$ cat src/include/dio_defines.svh
`ifndef DIO_DEFINES_SVH
`define DIO_DEFINES_SVH

// ***********************************************
// Clock and base tick
// ***********************************************
`define DIO_CLK_PERIOD_NS 10
`define DIO_TICK_US 100
`define DIO_TICK_CYCLES ((`DIO_TICK_US * 1000) / `DIO_CLK_PERIOD_NS)

// ***********************************************
// Input filter times, rounded up to whole ticks
// ***********************************************
`define DIO_FILT_0P1_US 100
`define DIO_FILT_1_US 1000
`define DIO_FILT_10_US 10000
`define DIO_FILT_20_US 20000
`define DIO_FILT_0P1_TICKS ((`DIO_FILT_0P1_US + `DIO_TICK_US - 1) / `DIO_TICK_US)
`define DIO_FILT_1_TICKS ((`DIO_FILT_1_US + `DIO_TICK_US - 1) / `DIO_TICK_US)
`define DIO_FILT_10_TICKS ((`DIO_FILT_10_US + `DIO_TICK_US - 1) / `DIO_TICK_US)
`define DIO_FILT_20_TICKS ((`DIO_FILT_20_US + `DIO_TICK_US - 1) / `DIO_TICK_US)

// ***********************************************
// Input extension times, rounded up to whole ticks
// ***********************************************
`define DIO_HOLD_1_US 1000
`define DIO_HOLD_15_US 15000
`define DIO_HOLD_100_US 100000
`define DIO_HOLD_200_US 200000
`define DIO_HOLD_1_TICKS ((`DIO_HOLD_1_US + `DIO_TICK_US - 1) / `DIO_TICK_US)
`define DIO_HOLD_15_TICKS ((`DIO_HOLD_15_US + `DIO_TICK_US - 1) / `DIO_TICK_US)
`define DIO_HOLD_100_TICKS ((`DIO_HOLD_100_US + `DIO_TICK_US - 1) / `DIO_TICK_US)
`define DIO_HOLD_200_TICKS ((`DIO_HOLD_200_US + `DIO_TICK_US - 1) / `DIO_TICK_US)

// ***********************************************
// Inrush masking window
// ***********************************************
`define DIO_INRUSH_MS 100
`define DIO_INRUSH_TICKS ((`DIO_INRUSH_MS * 1000) / `DIO_TICK_US)

// ***********************************************
// Parameter write indices and field positions
// ***********************************************
`define DIO_PAR_IN_UNIT 3'h0
`define DIO_PAR_IN_OPEN 3'h1
`define DIO_PAR_OUT_UNIT 3'h2
`define DIO_PAR_OUT_OPEN 3'h3
`define DIO_PAR_FAULT_MODE 3'h4
`define DIO_PAR_SYSTEM 3'h5
`define DIO_F_SUPPLY_EN 0
`define DIO_F_INRUSH_EN 1
`define DIO_F_FILT_LSB 2
`define DIO_F_HOLD_LSB 4
`define DIO_F_LOAD_EN 0
`define DIO_F_RECOVER 1
`define DIO_F_PRIO 0

// ***********************************************
// Reset values
// ***********************************************
`define DIO_RST_SUPPLY_EN 1'b0
`define DIO_RST_INRUSH_EN 1'b0
`define DIO_RST_FILT 2'h1
`define DIO_RST_HOLD 2'h1
`define DIO_RST_LOAD_EN 1'b0
`define DIO_RST_RECOVER 1'b0
`define DIO_RST_PRIO 1'b0

`endif

$ cat src/include/dio_pkg.sv
package dio_pkg;
  typedef enum logic [1:0] {FILT_0P1, FILT_1, FILT_10, FILT_20} dio_filt_e;
  typedef enum logic [1:0] {HOLD_1, HOLD_15, HOLD_100, HOLD_200} dio_hold_e;
  typedef enum logic [1:0] {FAULT_CLEAR, FAULT_HOLD, FAULT_DRIVE_ON_FORCED} dio_fault_e;
  typedef enum logic {RECOVER_AUTO, RECOVER_MANUAL} dio_recover_e;
  typedef enum logic {PRIO_SWITCH, PRIO_HANDHELD} dio_prio_e;
endpackage : dio_pkg

$ cat src/dio_in_cond.sv
`timescale 1ns/1ps

module dio_in_cond #(
  parameter int CNT_W = 12
) (
  input wire logic clk_i,
  input wire logic rst_i,
  input wire logic tick_i,
  input wire logic raw_i,
  input wire logic [CNT_W-1:0] filt_ticks_i,
  input wire logic [CNT_W-1:0] hold_ticks_i,
  output logic level_o
);

  logic accepted;
  logic stable_done;
  logic [CNT_W-1:0] stab_cnt;
  logic [CNT_W-1:0] hold_cnt;

  // ***********************************************
  // Debounce
  // ***********************************************
  assign stable_done = (stab_cnt >= filt_ticks_i);

  // Any return of the raw level, or an acceptance, restarts the stability count
  always_ff @(posedge clk_i or posedge rst_i) begin
    if (rst_i) begin
      stab_cnt <= '0;
    end else if (raw_i == accepted || stable_done) begin
      stab_cnt <= '0;
    end else if (tick_i && !stable_done) begin
      stab_cnt <= stab_cnt + 1'b1;
    end
  end

  always_ff @(posedge clk_i or posedge rst_i) begin
    if (rst_i) begin
      accepted <= 1'b0;
    end else if (raw_i != accepted && stable_done) begin
      accepted <= raw_i;
    end
  end

  // ***********************************************
  // Pulse extension
  // ***********************************************
  always_ff @(posedge clk_i or posedge rst_i) begin
    if (rst_i) begin
      hold_cnt <= '0;
    end else if (raw_i && !accepted && stable_done) begin
      hold_cnt <= hold_ticks_i;
    end else if (tick_i && hold_cnt != '0) begin
      hold_cnt <= hold_cnt - 1'b1;
    end
  end

  always_ff @(posedge clk_i or posedge rst_i) begin
    if (rst_i) begin
      level_o <= 1'b0;
    end else begin
      level_o <= accepted | (hold_cnt != '0);
    end
  end
endmodule : dio_in_cond

$ cat src/dio_channel_cond.sv
`timescale 1ns/1ps
`include "dio_defines.svh"

// Contract
// - A detected sensor supply short raises the unit error only while its enable is set.
// - Input device disconnection raises a channel error only on variants with detection.
// - Open signal lines are never reported; only the device connection flag counts.
// - With inrush filtering on, overcurrent is ignored for 100 ms after inrush.
// - Input filter time is 0.1, 1.0, 10 or 20 ms, default 1.0 ms.
// - Input hold time is 1.0, 15, 100 or 200 ms, default 15 ms.
// - A detected load short raises the output unit error only while its enable is set.
// - With automatic recovery the short error clears once the short is gone.
// - With manual recovery the short error stays latched until power-up reset; clearing the load short enable also drops it.
// - Output device disconnection raises a channel error only while enabled.
// - On communication fault each output clears, holds or drives on per its mode.
// - Per-channel fault modes apply only when the priority selects the handheld.
// - With the priority on switch, fault behaviour follows the unit hardware switch.
// - The latest write takes effect; in a same-cycle clash the handheld write wins over the controller.

module dio_channel_cond #(
  parameter int N_IN = 8,
  parameter int N_OUT = 8,
  parameter bit HAS_OC_DETECT = 1'b1,
  parameter int TICK_CYCLES = `DIO_TICK_CYCLES,
  parameter int INRUSH_TICKS = `DIO_INRUSH_TICKS
) (
  input wire logic clk_i,
  input wire logic rst_i,
  input wire logic ctl_wr_i,
  input wire logic [2:0] ctl_addr_i,
  input wire logic [15:0] ctl_data_i,
  input wire logic ht_wr_i,
  input wire logic [2:0] ht_addr_i,
  input wire logic [15:0] ht_data_i,
  input wire logic [N_IN-1:0] raw_in_i,
  input wire logic [N_IN-1:0] input_device_open_i,
  input wire logic sensor_supply_short_i,
  input wire logic inrush_start_i,
  input wire logic [N_OUT-1:0] out_cmd_i,
  input wire logic [N_OUT-1:0] load_short_i,
  input wire logic [N_OUT-1:0] out_open_i,
  input wire logic comm_fault_i,
  input wire logic switch_hold_i,
  output logic [N_IN-1:0] in_level_o,
  output logic [N_IN-1:0] in_open_err_o,
  output logic supply_short_err_o,
  output logic inrush_mask_o,
  output logic [N_OUT-1:0] out_o,
  output logic [N_OUT-1:0] out_open_err_o,
  output logic load_short_err_o
);

  logic wr_en;
  logic [2:0] wr_addr;
  logic [15:0] wr_data;
  logic sensor_supply_short_detect_en;
  logic inrush_en;
  dio_pkg::dio_filt_e filt_sel;
  dio_pkg::dio_hold_e input_hold_time;
  logic [N_IN-1:0] open_circuit_detect_en;
  logic load_short_detect_en;
  dio_pkg::dio_recover_e short_recovery_select;
  logic [N_OUT-1:0] out_open_detect_en;
  logic [2*N_OUT-1:0] comm_fault_output_mode;
  dio_pkg::dio_prio_e prio_sel;
  logic [31:0] tick_cnt;
  logic tick;
  logic [11:0] filt_ticks;
  logic [11:0] hold_ticks;
  logic [11:0] inrush_cnt;
  logic any_short;

  // ***********************************************
  // Parameter writes
  // ***********************************************
  // Both sources share one write path; a same-cycle clash goes to the handheld
  always_comb begin
    wr_en = ctl_wr_i | ht_wr_i;
    wr_addr = ht_wr_i ? ht_addr_i : ctl_addr_i;
    wr_data = ht_wr_i ? ht_data_i : ctl_data_i;
  end

  always_ff @(posedge clk_i or posedge rst_i) begin
    if (rst_i) begin
      sensor_supply_short_detect_en <= `DIO_RST_SUPPLY_EN;
      inrush_en <= `DIO_RST_INRUSH_EN;
      filt_sel <= dio_pkg::dio_filt_e'(`DIO_RST_FILT);
      input_hold_time <= dio_pkg::dio_hold_e'(`DIO_RST_HOLD);
    end else if (wr_en && wr_addr == `DIO_PAR_IN_UNIT) begin
      sensor_supply_short_detect_en <= wr_data[`DIO_F_SUPPLY_EN];
      inrush_en <= wr_data[`DIO_F_INRUSH_EN];
      filt_sel <= dio_pkg::dio_filt_e'(wr_data[`DIO_F_FILT_LSB +: 2]);
      input_hold_time <= dio_pkg::dio_hold_e'(wr_data[`DIO_F_HOLD_LSB +: 2]);
    end
  end

  always_ff @(posedge clk_i or posedge rst_i) begin
    if (rst_i) begin
      open_circuit_detect_en <= '0;
    end else if (wr_en && wr_addr == `DIO_PAR_IN_OPEN) begin
      open_circuit_detect_en <= wr_data[N_IN-1:0];
    end
  end

  always_ff @(posedge clk_i or posedge rst_i) begin
    if (rst_i) begin
      load_short_detect_en <= `DIO_RST_LOAD_EN;
      short_recovery_select <= dio_pkg::dio_recover_e'(`DIO_RST_RECOVER);
    end else if (wr_en && wr_addr == `DIO_PAR_OUT_UNIT) begin
      load_short_detect_en <= wr_data[`DIO_F_LOAD_EN];
      short_recovery_select <= dio_pkg::dio_recover_e'(wr_data[`DIO_F_RECOVER]);
    end
  end

  always_ff @(posedge clk_i or posedge rst_i) begin
    if (rst_i) begin
      out_open_detect_en <= '0;
    end else if (wr_en && wr_addr == `DIO_PAR_OUT_OPEN) begin
      out_open_detect_en <= wr_data[N_OUT-1:0];
    end
  end

  always_ff @(posedge clk_i or posedge rst_i) begin
    if (rst_i) begin
      comm_fault_output_mode <= '0;
    end else if (wr_en && wr_addr == `DIO_PAR_FAULT_MODE) begin
      comm_fault_output_mode <= wr_data[2*N_OUT-1:0];
    end
  end

  always_ff @(posedge clk_i or posedge rst_i) begin
    if (rst_i) begin
      prio_sel <= dio_pkg::dio_prio_e'(`DIO_RST_PRIO);
    end else if (wr_en && wr_addr == `DIO_PAR_SYSTEM) begin
      prio_sel <= dio_pkg::dio_prio_e'(wr_data[`DIO_F_PRIO]);
    end
  end

  // ***********************************************
  // Time base
  // ***********************************************
  always_ff @(posedge clk_i or posedge rst_i) begin
    if (rst_i) begin
      tick_cnt <= '0;
    end else if (tick) begin
      tick_cnt <= '0;
    end else begin
      tick_cnt <= tick_cnt + 32'h1;
    end
  end

  assign tick = (tick_cnt == 32'(TICK_CYCLES - 1));

  always_comb begin
    case (filt_sel)
      dio_pkg::FILT_0P1: filt_ticks = 12'(`DIO_FILT_0P1_TICKS);
      dio_pkg::FILT_1: filt_ticks = 12'(`DIO_FILT_1_TICKS);
      dio_pkg::FILT_10: filt_ticks = 12'(`DIO_FILT_10_TICKS);
      dio_pkg::FILT_20: filt_ticks = 12'(`DIO_FILT_20_TICKS);
      default: filt_ticks = 12'(`DIO_FILT_1_TICKS);
    endcase
  end

  always_comb begin
    case (input_hold_time)
      dio_pkg::HOLD_1: hold_ticks = 12'(`DIO_HOLD_1_TICKS);
      dio_pkg::HOLD_15: hold_ticks = 12'(`DIO_HOLD_15_TICKS);
      dio_pkg::HOLD_100: hold_ticks = 12'(`DIO_HOLD_100_TICKS);
      dio_pkg::HOLD_200: hold_ticks = 12'(`DIO_HOLD_200_TICKS);
      default: hold_ticks = 12'(`DIO_HOLD_15_TICKS);
    endcase
  end

  // ***********************************************
  // Input channels
  // ***********************************************
  for (genvar i = 0; i < N_IN; i++) begin : g_in
    dio_in_cond #(
      .CNT_W(12)
    ) u_cond (
      .clk_i(clk_i),
      .rst_i(rst_i),
      .tick_i(tick),
      .raw_i(raw_in_i[i]),
      .filt_ticks_i(filt_ticks),
      .hold_ticks_i(hold_ticks),
      .level_o(in_level_o[i])
    );
  end

  // ***********************************************
  // Input unit faults
  // ***********************************************
  always_ff @(posedge clk_i or posedge rst_i) begin
    if (rst_i) begin
      inrush_cnt <= '0;
    end else if (!inrush_en) begin
      inrush_cnt <= '0;
    end else if (inrush_start_i) begin
      inrush_cnt <= 12'(INRUSH_TICKS);
    end else if (tick && inrush_cnt != '0) begin
      inrush_cnt <= inrush_cnt - 12'h001;
    end
  end

  assign inrush_mask_o = (inrush_cnt != '0);

  always_ff @(posedge clk_i or posedge rst_i) begin
    if (rst_i) begin
      supply_short_err_o <= 1'b0;
    end else begin
      // Overcurrent during the inrush window is not a short
      supply_short_err_o <= sensor_supply_short_detect_en & sensor_supply_short_i
                            & ~inrush_mask_o;
    end
  end

  // Only the device connection flag is watched, never the signal lines
  always_ff @(posedge clk_i or posedge rst_i) begin
    if (rst_i) begin
      in_open_err_o <= '0;
    end else if (HAS_OC_DETECT) begin
      in_open_err_o <= open_circuit_detect_en & input_device_open_i;
    end else begin
      in_open_err_o <= '0;
    end
  end

  // ***********************************************
  // Output unit faults
  // ***********************************************
  assign any_short = |load_short_i;

  // Manual recovery keeps the flag until reset; disabling detection drops it
  always_ff @(posedge clk_i or posedge rst_i) begin
    if (rst_i) begin
      load_short_err_o <= 1'b0;
    end else begin
      load_short_err_o <= load_short_detect_en & (any_short
        | ((short_recovery_select == dio_pkg::RECOVER_MANUAL) & load_short_err_o));
    end
  end

  always_ff @(posedge clk_i or posedge rst_i) begin
    if (rst_i) begin
      out_open_err_o <= '0;
    end else begin
      out_open_err_o <= out_open_detect_en & out_open_i;
    end
  end

  for (genvar i = 0; i < N_OUT; i++) begin : g_out
    dio_pkg::dio_fault_e mode;
    assign mode = dio_pkg::dio_fault_e'(comm_fault_output_mode[2*i +: 2]);

    always_ff @(posedge clk_i or posedge rst_i) begin
      if (rst_i) begin
        out_o[i] <= 1'b0;
      end else if (!comm_fault_i) begin
        out_o[i] <= out_cmd_i[i];
      end else if (prio_sel == dio_pkg::PRIO_HANDHELD) begin
        case (mode)
          dio_pkg::FAULT_HOLD: out_o[i] <= out_o[i];
          dio_pkg::FAULT_DRIVE_ON_FORCED: out_o[i] <= 1'b1;
          default: out_o[i] <= 1'b0;
        endcase
      end else begin
        out_o[i] <= switch_hold_i ? out_o[i] : 1'b0;
      end
    end

  end
endmodule : dio_channel_cond

$ cat config.mk
export PLATFORM = sky130hd
export DESIGN_NAME = dio_channel_cond
export DESIGN_NICKNAME = d
export VERILOG_FILES = /design/src/include/dio_pkg.sv /design/src/dio_in_cond.sv /design/src/dio_channel_cond.sv
export VERILOG_INCLUDE_DIRS = /design/src /design/src/include
export SDC_FILE = /design/constraint.sdc
export NUM_CORES = 1
export LEC_CHECK = 0
export ABC_AREA = 1
export BUFFER_PORTS_ARGS = -buffer_cell sky130_fd_sc_hd__buf_2
export CAP_MARGIN = 25
export CELL_PAD_IN_SITES_DETAIL_PLACEMENT = 1
export CELL_PAD_IN_SITES_GLOBAL_PLACEMENT = 2
export CORE_UTILIZATION = 36
export CTS_CLUSTER_DIAMETER = 30
export DETAILED_ROUTE_END_ITERATION = 10
export HOLD_SLACK_MARGIN = 0.08
export PLACE_DENSITY = 0.85
export REMOVE_ABC_BUFFERS = 1
export SLEW_MARGIN = 0
export SYNTH_ARGS = -nofsm -noshare
export SYNTH_HDL_FRONTEND = slang
export SYNTH_HIERARCHICAL = 1
export SYNTH_SLANG_ARGS = --single-unit
$ cat constraint.sdc
create_clock -name clk_i -period 4.55 [get_ports clk_i]
set_input_delay 1.365 -clock clk_i [delete_from_list [all_inputs] [get_ports clk_i]]
set_output_delay 1.365 -clock clk_i [all_outputs]
set_load 0.02 [all_outputs]
==> results of run 1 <==
registers in the layout, indices dropped and copies added (netlist names), 12 cells and up:
| signal | cells |
|---|---|
| g_in.u_cond/hold_cnt | 96 |
| comm_fault_output_mode | 16 |
| tick_cnt | 32 |
| inrush_cnt | 12 |
| g_in.u_cond/stab_cnt | 96 |
layer usage:
metal	wire length [um]	part of all wire, %	vias to the layer above
li1	-	-	9804
met3	2130	3.3	108
met2	31500	49	258
met5	0	0	-
met4	1510	2.4	0
met1	28700	45	9666
final timing paths:
path / slack (ps) / endpoint / depth (start not counted) / from
worst min register to register: 460 / out_open_err_o[3]$_DFF_PP0_ / 2 / out_open_detect_en[3]$_DFFE_PP0P_
worst max-delay path: 1220 / g_in[1].u_cond/stab_cnt[9]$_DFFE_PP0P_ / 11 / filt_sel[0]$_DFFE_PP1P_
worst max register to register: 1220 / g_in[1].u_cond/stab_cnt[9]$_DFFE_PP0P_ / 11 / filt_sel[0]$_DFFE_PP1P_
min in group asynchronous: 950 / g_in[5].u_cond/hold_cnt[7]$_DFFE_PP0P_ / 2 / rst_i
worst min-delay path: 460 / out_open_err_o[3]$_DFF_PP0_ / 2 / out_open_detect_en[3]$_DFFE_PP0P_
max in group asynchronous: 2960 / comm_fault_output_mode[4]$_DFFE_PP0P_ / 3 / rst_i
cells by family (layout without fill, tap and decap cells):
logic type | Yosys count | after routing | share of synthesized area, %
AND/OR/NAND/NOR | 1740 | 1740 | 35.9
adder cells (fa/ha/maj) | 131 | 131 | 7.60
XOR/XNOR | 128 | 128 | 5.20
buffers and inverters | 516 | 765 | 10.2
multiplexers | 8 | 8 | 0.371
other | 1 | 56 | 0.0174
flip-flops | 319 | 319 | 37.0
AO/OA/AOI/OAI | 146 | 146 | 3.64
per-stage QoR:
stage / cell area, um^2 / setup slack, ps / utilization, % / TNS [ps] / hold slack, ps
2_1_floorplan: 21200 / -5390 / - / -906090 / 425
3_5_place_dp: 23100 / 1200 / 39.1 / 0 / 452
4_1_cts: 26600 / 1190 / 44.9 / 0 / 461
3_3_place_gp: 22900 / 1290 / 38.8 / 0 / 441
5_1_grt: 26600 / 828 / 44.9 / 0 / 479
6_report: 26600 / 1220 / 44.9 / 0 / 455
critical path: cells and delay by family, from the launching register on:
kind	cells	cell delay (ps)
and+or+nand+nor	8	1390
adders and majority gates	1	340
DFF	1	790
buffers and inverters	2	730
power groups by stage:
stage / Clock [mW] / Combinational (mW) / Sequential (mW)
6_report: 6.90 / 1.82 / 3.32
5_1_grt: 7.22 / 2.06 / 3.35
4_1_cts: 7.04 / 1.85 / 3.33
3_5_place_dp: 0 / 1.83 / 3.36
3_3_place_gp: 0 / 1.72 / 3.35
2_1_floorplan: 0 / 1.13 / 3.31
cell type report:
type                            count  area, um^2
Sequential cell                   319        7990
Multi-Input combinational cell   2209       11600
Clock buffer                      131        2850
Fill cell                        7396       32600
Timing Repair Buffer              140         923
Inverter                          444        1670
Tap cell                          773         967
Clock inverter                     50         569
cell usage after synthesis (20+ instances only):
master    count
nand2_1     831
buf_6        24
xnor2_1      40
dfrtp_1     317
nor2_2       42
nand3_1     315
nand4_1      22
nand3b_1     48
nor3_1       58
o21ai_0      50
buf_4        20
nor2_1      346
inv_1       440
ha_1        131
xor2_1       88
a21oi_1      75
nand2_2      25
==> flow_summary.toml, run 1 <==
[status]
outcome = "complete, but fails checks"
violations = "DRC"

[layout]
synthToLayoutAreaGrowth_pct = 23.1
n_antenna_cell = 0
layout-drive-gt1-share_pct = 12.9
fin_nets = 3428
final_common_cell = "nand2_1"
final_cells = 4066
final_cell_mix = "nand2_1, inv_1, nor2_1"

[clock_network]
cts_buffer_depth = 3
post-cts-setup-buffer-count = 0
postCtsHoldBufs = 0
cts_buffers = 97
htree_levels = 3
cts.clk_slew.worst_paths_ps = 50
cts_tree = "done"
clk_latency_ps = 620
cts_resized = 0
cts_root_buffer = "clkbuf_16"
cts.sinks = 319

[worst_setup_path]
path_max_fanout = 12
required_ps = 5060
cpMostUsedCell = "nand2_1"
worstPathCellList = "nand2_1, inv_1, inv_1, ha_1, nand2_1, nand2_1, nand2_1, nand3_1, nor2_2, nand3_1, nor3b_1"
crit_slowest_cell = "dfstp_2"
worst_setup_path_end_kind = "register"
start_kind = "register"
arrival_ps = 3840
worst-setup-path-type = "register to register"
slowest_delay_ps = 790

[die]
row_count = 89
initial_utilization_pct = 36.5
io_pins = 121
core_mm2 = 0.0591
die-height_um = 247
die_area_mm2 = 0.0609
die-width_um = 247

[power]
p_sw_mw = 3.48
finalPower_mw = 12.0
p_clk_share_pct = 57.3
powerDensity_mw_per_mm2 = 453
comb_power_share_pct = 15.1
switching_share_pct = 28.9
p_leak_nw = 13.3
seqPwrFrac_pct = 27.6
irDropWorstVdd_uv = 437
p_int_mw = 8.56

[route]
drtIter0Drc = 917
viasPerCell = 4.88
drc = 2
wire_per_inst_um = 15.7
num_vias = 19836
routed_wl_um = 63800
ant_nets = 0
first_pass_iters = 8

[sta]
finalCriticalPeriod_ps = 3330
fin_crit_sh_pct = 73.2
rsz0062_at_grt = "false"
slew_headroom_pct = 45.0
fmax_ghz = 0.300
hold_viol_final = 0
finClkSkew_ps = 20.5
worst_pin_slew_ps = 824
drv_slew = 0
setup_viol = 0

[flow_run]
max_cap_violations = 0

[place]
place_congestion = 0.807
io_buffers = 120
dp.cells = 3885
dpl.hpwl_um = 45400

[synthesis]
ys_top_cells_by_area = "dfrtp_1, nand2_1, inv_1, ha_1, nand3_1"
avgSynthCellArea_um2 = 7.22
synth_warnings = 6
synth-async-reset-ratio_pct = 100
netlist_instances = 2989
syn-cell-area_mm2 = 0.0216
synth_ff_type = "dfrtp_1"
synth_cell_types = 41
synth_edf_count = 0
seq_area_frac_synth_pct = 37.0
ys_ff_latch = 319
synth_top_area_cell = "dfrtp_1"
synth_top_area_share_pct = 36.8

[global_route]
grt_overflow_total = 0
grtUsageMet3_pct = 3.60
grtUsageMet1_pct = 27.1
antenna_found_initial = 1
grt_busiest_layer = "met2"
met2_usage_pct = 38.1
grt_pass1_wl_um = 108000
grt_pass1_vias = 21704
grt_max_degree = 112
grt.total_usage_pct = 21.9

[worst_hold_path]
hp-class = "register to register"
Power figures use the tool's default switching activity.
==> run 2, diff against run 1 <==
--- a/config.mk
+++ b/config.mk
@@ -6,7 +6,7 @@
 export SDC_FILE = /design/constraint.sdc
 export NUM_CORES = 1
 export LEC_CHECK = 0
-export ABC_AREA = 1
+export ABC_AREA = 0
 export BUFFER_PORTS_ARGS = -buffer_cell sky130_fd_sc_hd__buf_2
 export CAP_MARGIN = 25
 export CELL_PAD_IN_SITES_DETAIL_PLACEMENT = 1
@@ -15,7 +15,7 @@
 export CTS_CLUSTER_DIAMETER = 30
 export DETAILED_ROUTE_END_ITERATION = 10
 export HOLD_SLACK_MARGIN = 0.08
-export PLACE_DENSITY = 0.85
+export PLACE_DENSITY = 0.8
 export REMOVE_ABC_BUFFERS = 1
 export SLEW_MARGIN = 0
 export SYNTH_ARGS = -nofsm -noshare
==> constraint.sdc (replaced) <==
create_clock -name clk_i -period 2.95 [get_ports clk_i]
set_input_delay 0.885 -clock clk_i [delete_from_list [all_inputs] [get_ports clk_i]]
set_output_delay 0.885 -clock clk_i [all_outputs]
set_load 0.02 [all_outputs]
==> run 2 against run 1 <==
The flow now finishes without violations. Largest power group unchanged. Highest routed layer is now met5. Flip-flop and latch count unchanged. Critical path type unchanged. Final cell count decreased by 27%. Global-route usage down 2.1 points. Clock skew rose by 17 ps. Synthesized area decreased by 11%.
==> flow_summary.toml, run 2 <==
[status]
outcome = "complete, no violations"

[clock_network]
htree_levels = 3
clk_latency_ps = 640
cts_buffers = 93
postCtsHoldBufs = 0
cts.sinks = 319
cts_buffer_depth = 3
cts_root_buffer = "clkbuf_16"
cts.clk_slew.worst_paths_ps = 40
cts_tree = "done"

[worst_setup_path]
path_max_fanout = 14
r2r_cells = 10
required_ps = 3450
start_kind = "register"
worst_setup_path_end_kind = "register"
worst-setup-path-type = "register to register"
arrival_ps = 3350
r2r_slack_ps = 110

[route]
ant_nets = 0
first_pass_iters = 5
drc = 0
drtIter0Drc = 498
wire_per_inst_um = 17.5
routed_wl_um = 51900
viasPerCell = 5.08
num_vias = 15083

[synthesis]
synth_top_area_cell = "dfrtp_1"
synth-async-reset-ratio_pct = 100
avgSynthCellArea_um2 = 10.0
seq_area_frac_synth_pct = 41.6
synth_warnings = 6
ys_top_cells_by_area = "dfrtp_1, ha_1, xnor2_1, nor2_1, mux2_2"
synth_cell_types = 66
synth_edf_count = 0
ys_ff_latch = 319
synthTopCellsByCount = "dfrtp_1, nor2_1, inv_1"
netlist_instances = 1913
synth_ff_type = "dfrtp_1"
synthMostInstantiatedCell = "dfrtp_1"
synth_top_area_share_pct = 41.3
syn-cell-area_mm2 = 0.0192

[die]
io_pins = 121
die_area_mm2 = 0.0542
die-width_um = 233
row_count = 84
initial_utilization_pct = 36.4
core_mm2 = 0.0527
die-height_um = 233

[place]
place_congestion = 0.817
dp.cells = 2794
io_buffers = 120
dpl_cell_area_mm2 = 0.0212
pre_cts_slack_ps = 26.3
dpl.hpwl_um = 35600

[global_route]
grt_pass1_wl_um = 85700
grt_pass1_vias = 16675
grt.total_usage_pct = 19.8
grt_max_degree = 39
antenna_found_initial = 1
grt_overflow_total = 0

[layout]
top_regs = "g_in.u_cond/hold_cnt x96, g_in.u_cond/stab_cnt x96, tick_cnt x32"
synthToLayoutAreaGrowth_pct = 28.4
final_cells = 2969
layout-drive-gt1-share_pct = 23.8
final_common_cell = "dfrtp_1"
final_util_pct = 46.8
fin_nets = 2425
final_cell_area_mm2 = 0.0246
final_cell_mix = "dfrtp_1, nor2_1, inv_1"
n_antenna_cell = 0

[worst_hold_path]
hp-class = "input port to asynchronous set/reset pin"

[power]
p_leak_nw = 11.5
irDropWorstVdd_uv = 458
finalPower_mw = 19.0
powerDensity_mw_per_mm2 = 770

[sta]
drv_slew = 0
hold_viol_final = 0
finClkSkew_ps = 38.0
fmax_ghz = 0.352
setup_viol = 0
finalCriticalPeriod_ps = 2840
whs_ps = 450
fin_crit_sh_pct = 96.3
finalWorstSetupSlack_ps = 108
fin_tns_setup_ps = 0
slew_headroom_pct = 34.6
worst_pin_slew_ps = 977

[flow_run]
max_cap_violations = 0
[run 2: cell types whose count changed after synthesis, moves of 43 or more]
cell	previous run	this run
mux2_2	0	65
xnor2_1	40	95
nor2_1	346	216
nand3_1	315	35
nand3b_1	48	5
nand2_1	831	148
inv_1	440	174
mux2_1	0	56
[run 2: cells by family (layout without fill, tap and decap cells)]
family,Yosys count,after routing,synth area share (%)
and+or+nand+nor,674,674,18.7
DFF,319,319,41.6
AOI/OAI and AO/OA,246,246,9.55
buffers and inverters,228,541,5.08
muxes,171,171,9.92
xor gates and xnor gates,143,143,6.53
adders and majority gates,131,131,8.54
other,1,56,0.0195
[run 2: repair_timing]
item,4_1_cts,5_1_grt
gates cloned,1,1
endpoints found under the setup margin,3,81
setup buffers,0,5
pin swaps,0,3
resized for setup,5,22
[run 2: layer usage]
| layer | part of all wire, % | routed length (um) | GRT usage (%) |
|---|---|---|---|
| met1 | 43 | 22300 | 23.4 |
| met2 | 50 | 25900 | 34.7 |
| met3 | 4.5 | 2320 | 4.60 |
| met4 | 2.7 | 1380 | 7.13 |
| met5 | 0.017 | 9 | 0 |
[run 2: path summary, 6_finish.rpt]
path                                                     startpoint                                       to
worst min register to register  g_in[1].u_cond/accepted$_DFFE_PP0P_         g_in[1].u_cond/level_o$_DFF_PP0_
worst min-delay path                                          rst_i                   tick_cnt[10]$_DFF_PP0_
min in group clk_i                           input_device_open_i[5]               in_open_err_o[5]$_DFF_PP0_
max in group asynchronous                                     rst_i               in_open_err_o[2]$_DFF_PP0_
worst max-delay path                         tick_cnt[27]$_DFF_PP0_  g_in[7].u_cond/hold_cnt[11]$_DFFE_PP0P_
worst max register to register               tick_cnt[27]$_DFF_PP0_  g_in[7].u_cond/hold_cnt[11]$_DFFE_PP0P_
[run 2: layout make-up]
type                    count  area (um^2)
fillers                  5838        28000
well taps                 688          861
repair buffers            198         1350
flip-flops and latches    319         7990
clock inverters            44          592
multi-input cells        1421        10600
clock buffers             124         2630
inverters                 175          662
[run 2: worst max-delay path, stage by stage, from the launching register on]
cell and delay [ps]:
dfrtp_1 420, nor4_2 310, nand4_1 160, or2_1 300, inv_4 120, bufbuf_16 310, nor4b_2 260, and2_2 220
nand4_1 130, xnor2_1 170, mux2_1 310
[run 2: power by group]
| part | switching [mW] | internal, mW | total, mW |
|---|---|---|---|
| combinational | 2.12 | 1.39 | 3.51 |
| sequential | 0.448 | 4.91 | 5.35 |
| clock | 3.08 | 7.03 | 10.1 |
==> run 3, diff against run 2 <==
--- a/config.mk
+++ b/config.mk
@@ -9,13 +9,11 @@
 export ABC_AREA = 0
 export BUFFER_PORTS_ARGS = -buffer_cell sky130_fd_sc_hd__buf_2
 export CAP_MARGIN = 25
-export CELL_PAD_IN_SITES_DETAIL_PLACEMENT = 1
-export CELL_PAD_IN_SITES_GLOBAL_PLACEMENT = 2
-export CORE_UTILIZATION = 36
+export CORE_UTILIZATION = 56
 export CTS_CLUSTER_DIAMETER = 30
 export DETAILED_ROUTE_END_ITERATION = 10
 export HOLD_SLACK_MARGIN = 0.08
-export PLACE_DENSITY = 0.8
+export PLACE_DENSITY = 0.81
 export REMOVE_ABC_BUFFERS = 1
 export SLEW_MARGIN = 0
 export SYNTH_ARGS = -nofsm -noshare
==> run 3 against run 2 <==
First-iteration DRC count up 79%. Routed wire length shrank 8.4%. Largest power group unchanged. Count of clock-buffer cells in the layout is 28 lower. Register-to-register slack lost 99 ps. Clock power down 20%. Flip-flop and latch count unchanged.
==> flow_summary.toml, run 3 (synthesis gave the netlist of run 2 again) <==
[sta]
whs_ps = 397
setup_viol = 0
fmax_ghz = 0.340
drv_slew = 0
finalCriticalPeriod_ps = 2940
slew_headroom_pct = 31.0
worst_pin_slew_ps = 1030
hold_viol_final = 0
finClkSkew_ps = 19.8
rsz0062_at_grt = "true"
fin_crit_sh_pct = 99.7

[die]
die_area_mm2 = 0.0350
core_mm2 = 0.0336
die-height_um = 187
io_pins = 121
row_count = 67
die-width_um = 187
initial_utilization_pct = 57.1

[layout]
top_regs = "g_in.u_cond/hold_cnt x96, g_in.u_cond/stab_cnt x96, tick_cnt x32"
final_cell_mix = "dfrtp_1, nor2_1, inv_1"
final_cells = 2700
layout-drive-gt1-share_pct = 23.2
synthToLayoutAreaGrowth_pct = 23.6
fin_nets = 2408
fill_cells = 2255
final_common_cell = "dfrtp_1"

[worst_setup_path]
critical-path-top-delay-family = "buffers and inverters"
arrival_ps = 3400
rr_startpoint = "filt_sel[1]$_DFFE_PP0P_"
r2r_cells = 11
start_kind = "register"
worst-setup-path-type = "register to register"
r2r_slack_ps = 9
worstPathCellList = "buf_4, buf_6, nor2b_1, buf_4, inv_1, ha_1, a2111oi_4, a2111oi_4, o21ai_2, buf_12, mux2_1"
slowest_delay_ps = 400
crit_slowest_cell = "dfrtp_1"
crit_buf_inv = 5
worst_setup_path_end_kind = "register"
required_ps = 3410
r2r_end = "g_in[0].u_cond/hold_cnt[3]$_DFFE_PP0P_"
path_max_fanout = 12

[route]
first_pass_iters = 5
drc = 0
num_vias = 15258
ant_nets = 0
wire_per_inst_um = 17.6
routed_wl_um = 47500
drtIter0Drc = 890
viasPerCell = 5.65

[clock_network]
cts.sinks = 319
cts_root_buffer = "clkbuf_16"
clk_latency_ps = 590
cts.clk_slew.worst_paths_ps = 40
cts_buffers = 76
cts_tree = "done"
htree_levels = 3
cts_buffer_depth = 3

[place]
io_buffers = 120
dpl.hpwl_um = 31200
place_congestion = 0.905
dp.cells = 2548

[global_route]
grt_overflow_total = 0
grt_pass1_vias = 16261
antenna_found_initial = 2
grt.total_usage_pct = 27.4
grt_pass1_wl_um = 78400
grt_max_degree = 51

[power]
irDropWorstVdd_uv = 569
powerDensity_mw_per_mm2 = 717
p_leak_nw = 11.2

[worst_hold_path]
hp-class = "input port to asynchronous set/reset pin"

[flow_run]
max_cap_violations = 0

[status]
outcome = "complete, no violations"
## run 3: changes by cell type in the layout (fill, tap and decap cells not counted), sizes merged
cell / change
bufinv: -3
inv: -3
diode: +2
clkinv: -5
clkinvlp: +8
or3: +1
clkbuf: -29
## run 3: where the power goes
| part | total [mW] | leakage (nW) | internal, mW | switching (mW) |
|---|---|---|---|---|
| logic | 3.54 | 5.72 | 1.43 | 2.11 |
| registers | 5.37 | 4.25 | 4.90 | 0.464 |
| clock network | 8.11 | 1.21 | 5.45 | 2.66 |
| total | 17.0 | 11.2 | 11.8 | 5.24 |
## run 3: worst max path at each step
stage / startpoint / endpoint / slack (ps) / depth (start not counted)
6_report: filt_sel[1]$_DFFE_PP0P_ / g_in[0].u_cond/hold_cnt[3]$_DFFE_PP0P_ / 9 / 11
2_1_floorplan: tick_cnt[0]$_DFF_PP0_ / g_in[0].u_cond/hold_cnt[8]$_DFFE_PP0P_ / -880 / 10
3_5_place_dp: filt_sel[1]$_DFFE_PP0P_ / g_in[2].u_cond/hold_cnt[0]$_DFFE_PP0P_ / -170 / 9
3_3_place_gp: filt_sel[1]$_DFFE_PP0P_ / g_in[7].u_cond/hold_cnt[4]$_DFFE_PP0P_ / -160 / 8
4_1_cts: tick_cnt[22]$_DFF_PP0_ / g_in[1].u_cond/hold_cnt[8]$_DFFE_PP0P_ / 2 / 10
5_1_grt: filt_sel[1]$_DFFE_PP0P_ / g_in[0].u_cond/hold_cnt[3]$_DFFE_PP0P_ / -80 / 11
## run 3: cell type report
| type | instances | area, um^2 | share of cell area [%] |
|---|---|---|---|
| multi-input cells | 1422 | 10600 | 44.8 |
| flip-flops and latches | 319 | 7990 | 33.7 |
| clock buffers | 96 | 2050 | 8.64 |
| repair buffers | 197 | 1370 | 5.77 |
| inverters | 175 | 659 | 2.78 |
| well taps | 448 | 561 | 2.36 |
| clock inverters | 41 | 459 | 1.94 |
| diodes | 2 | 5.00 | 0.0211 |
## run 3: per-stage QoR
stage | setup WS, ps | power [mW] | instance area, um^2 | utilization (%) | setup TNS [ps]
after global routing | -84.3 | 17.8 | 23700 | 70.5 | -513
after detailed placement | -169 | 8.71 | 20900 | 62.0 | -15670
final | 9.12 | 17.0 | 23700 | 70.5 | 0
after CTS | 2.44 | 17.0 | 23400 | 69.7 | 0
after floorplan | -880 | 7.60 | 19100 | - | -181890
after global placement | -157 | 8.50 | 20800 | 62.0 | -22490
## run 3: repair_timing
item,in CTS,in global routing
endpoints found under the setup margin,194,175
hold buffers,0,0
buffers inserted,2,9
cloned,1,1
pin swaps,2,6
resized for setup,6,40
## run 3: metal layers
metal | wire length, um | GRT usage (%)
met2 | 24000 | 48.1
met3 | 2740 | 5.78
met1 | 19200 | 32.2
met4 | 1620 | 12.5
met5 | 0 | 0
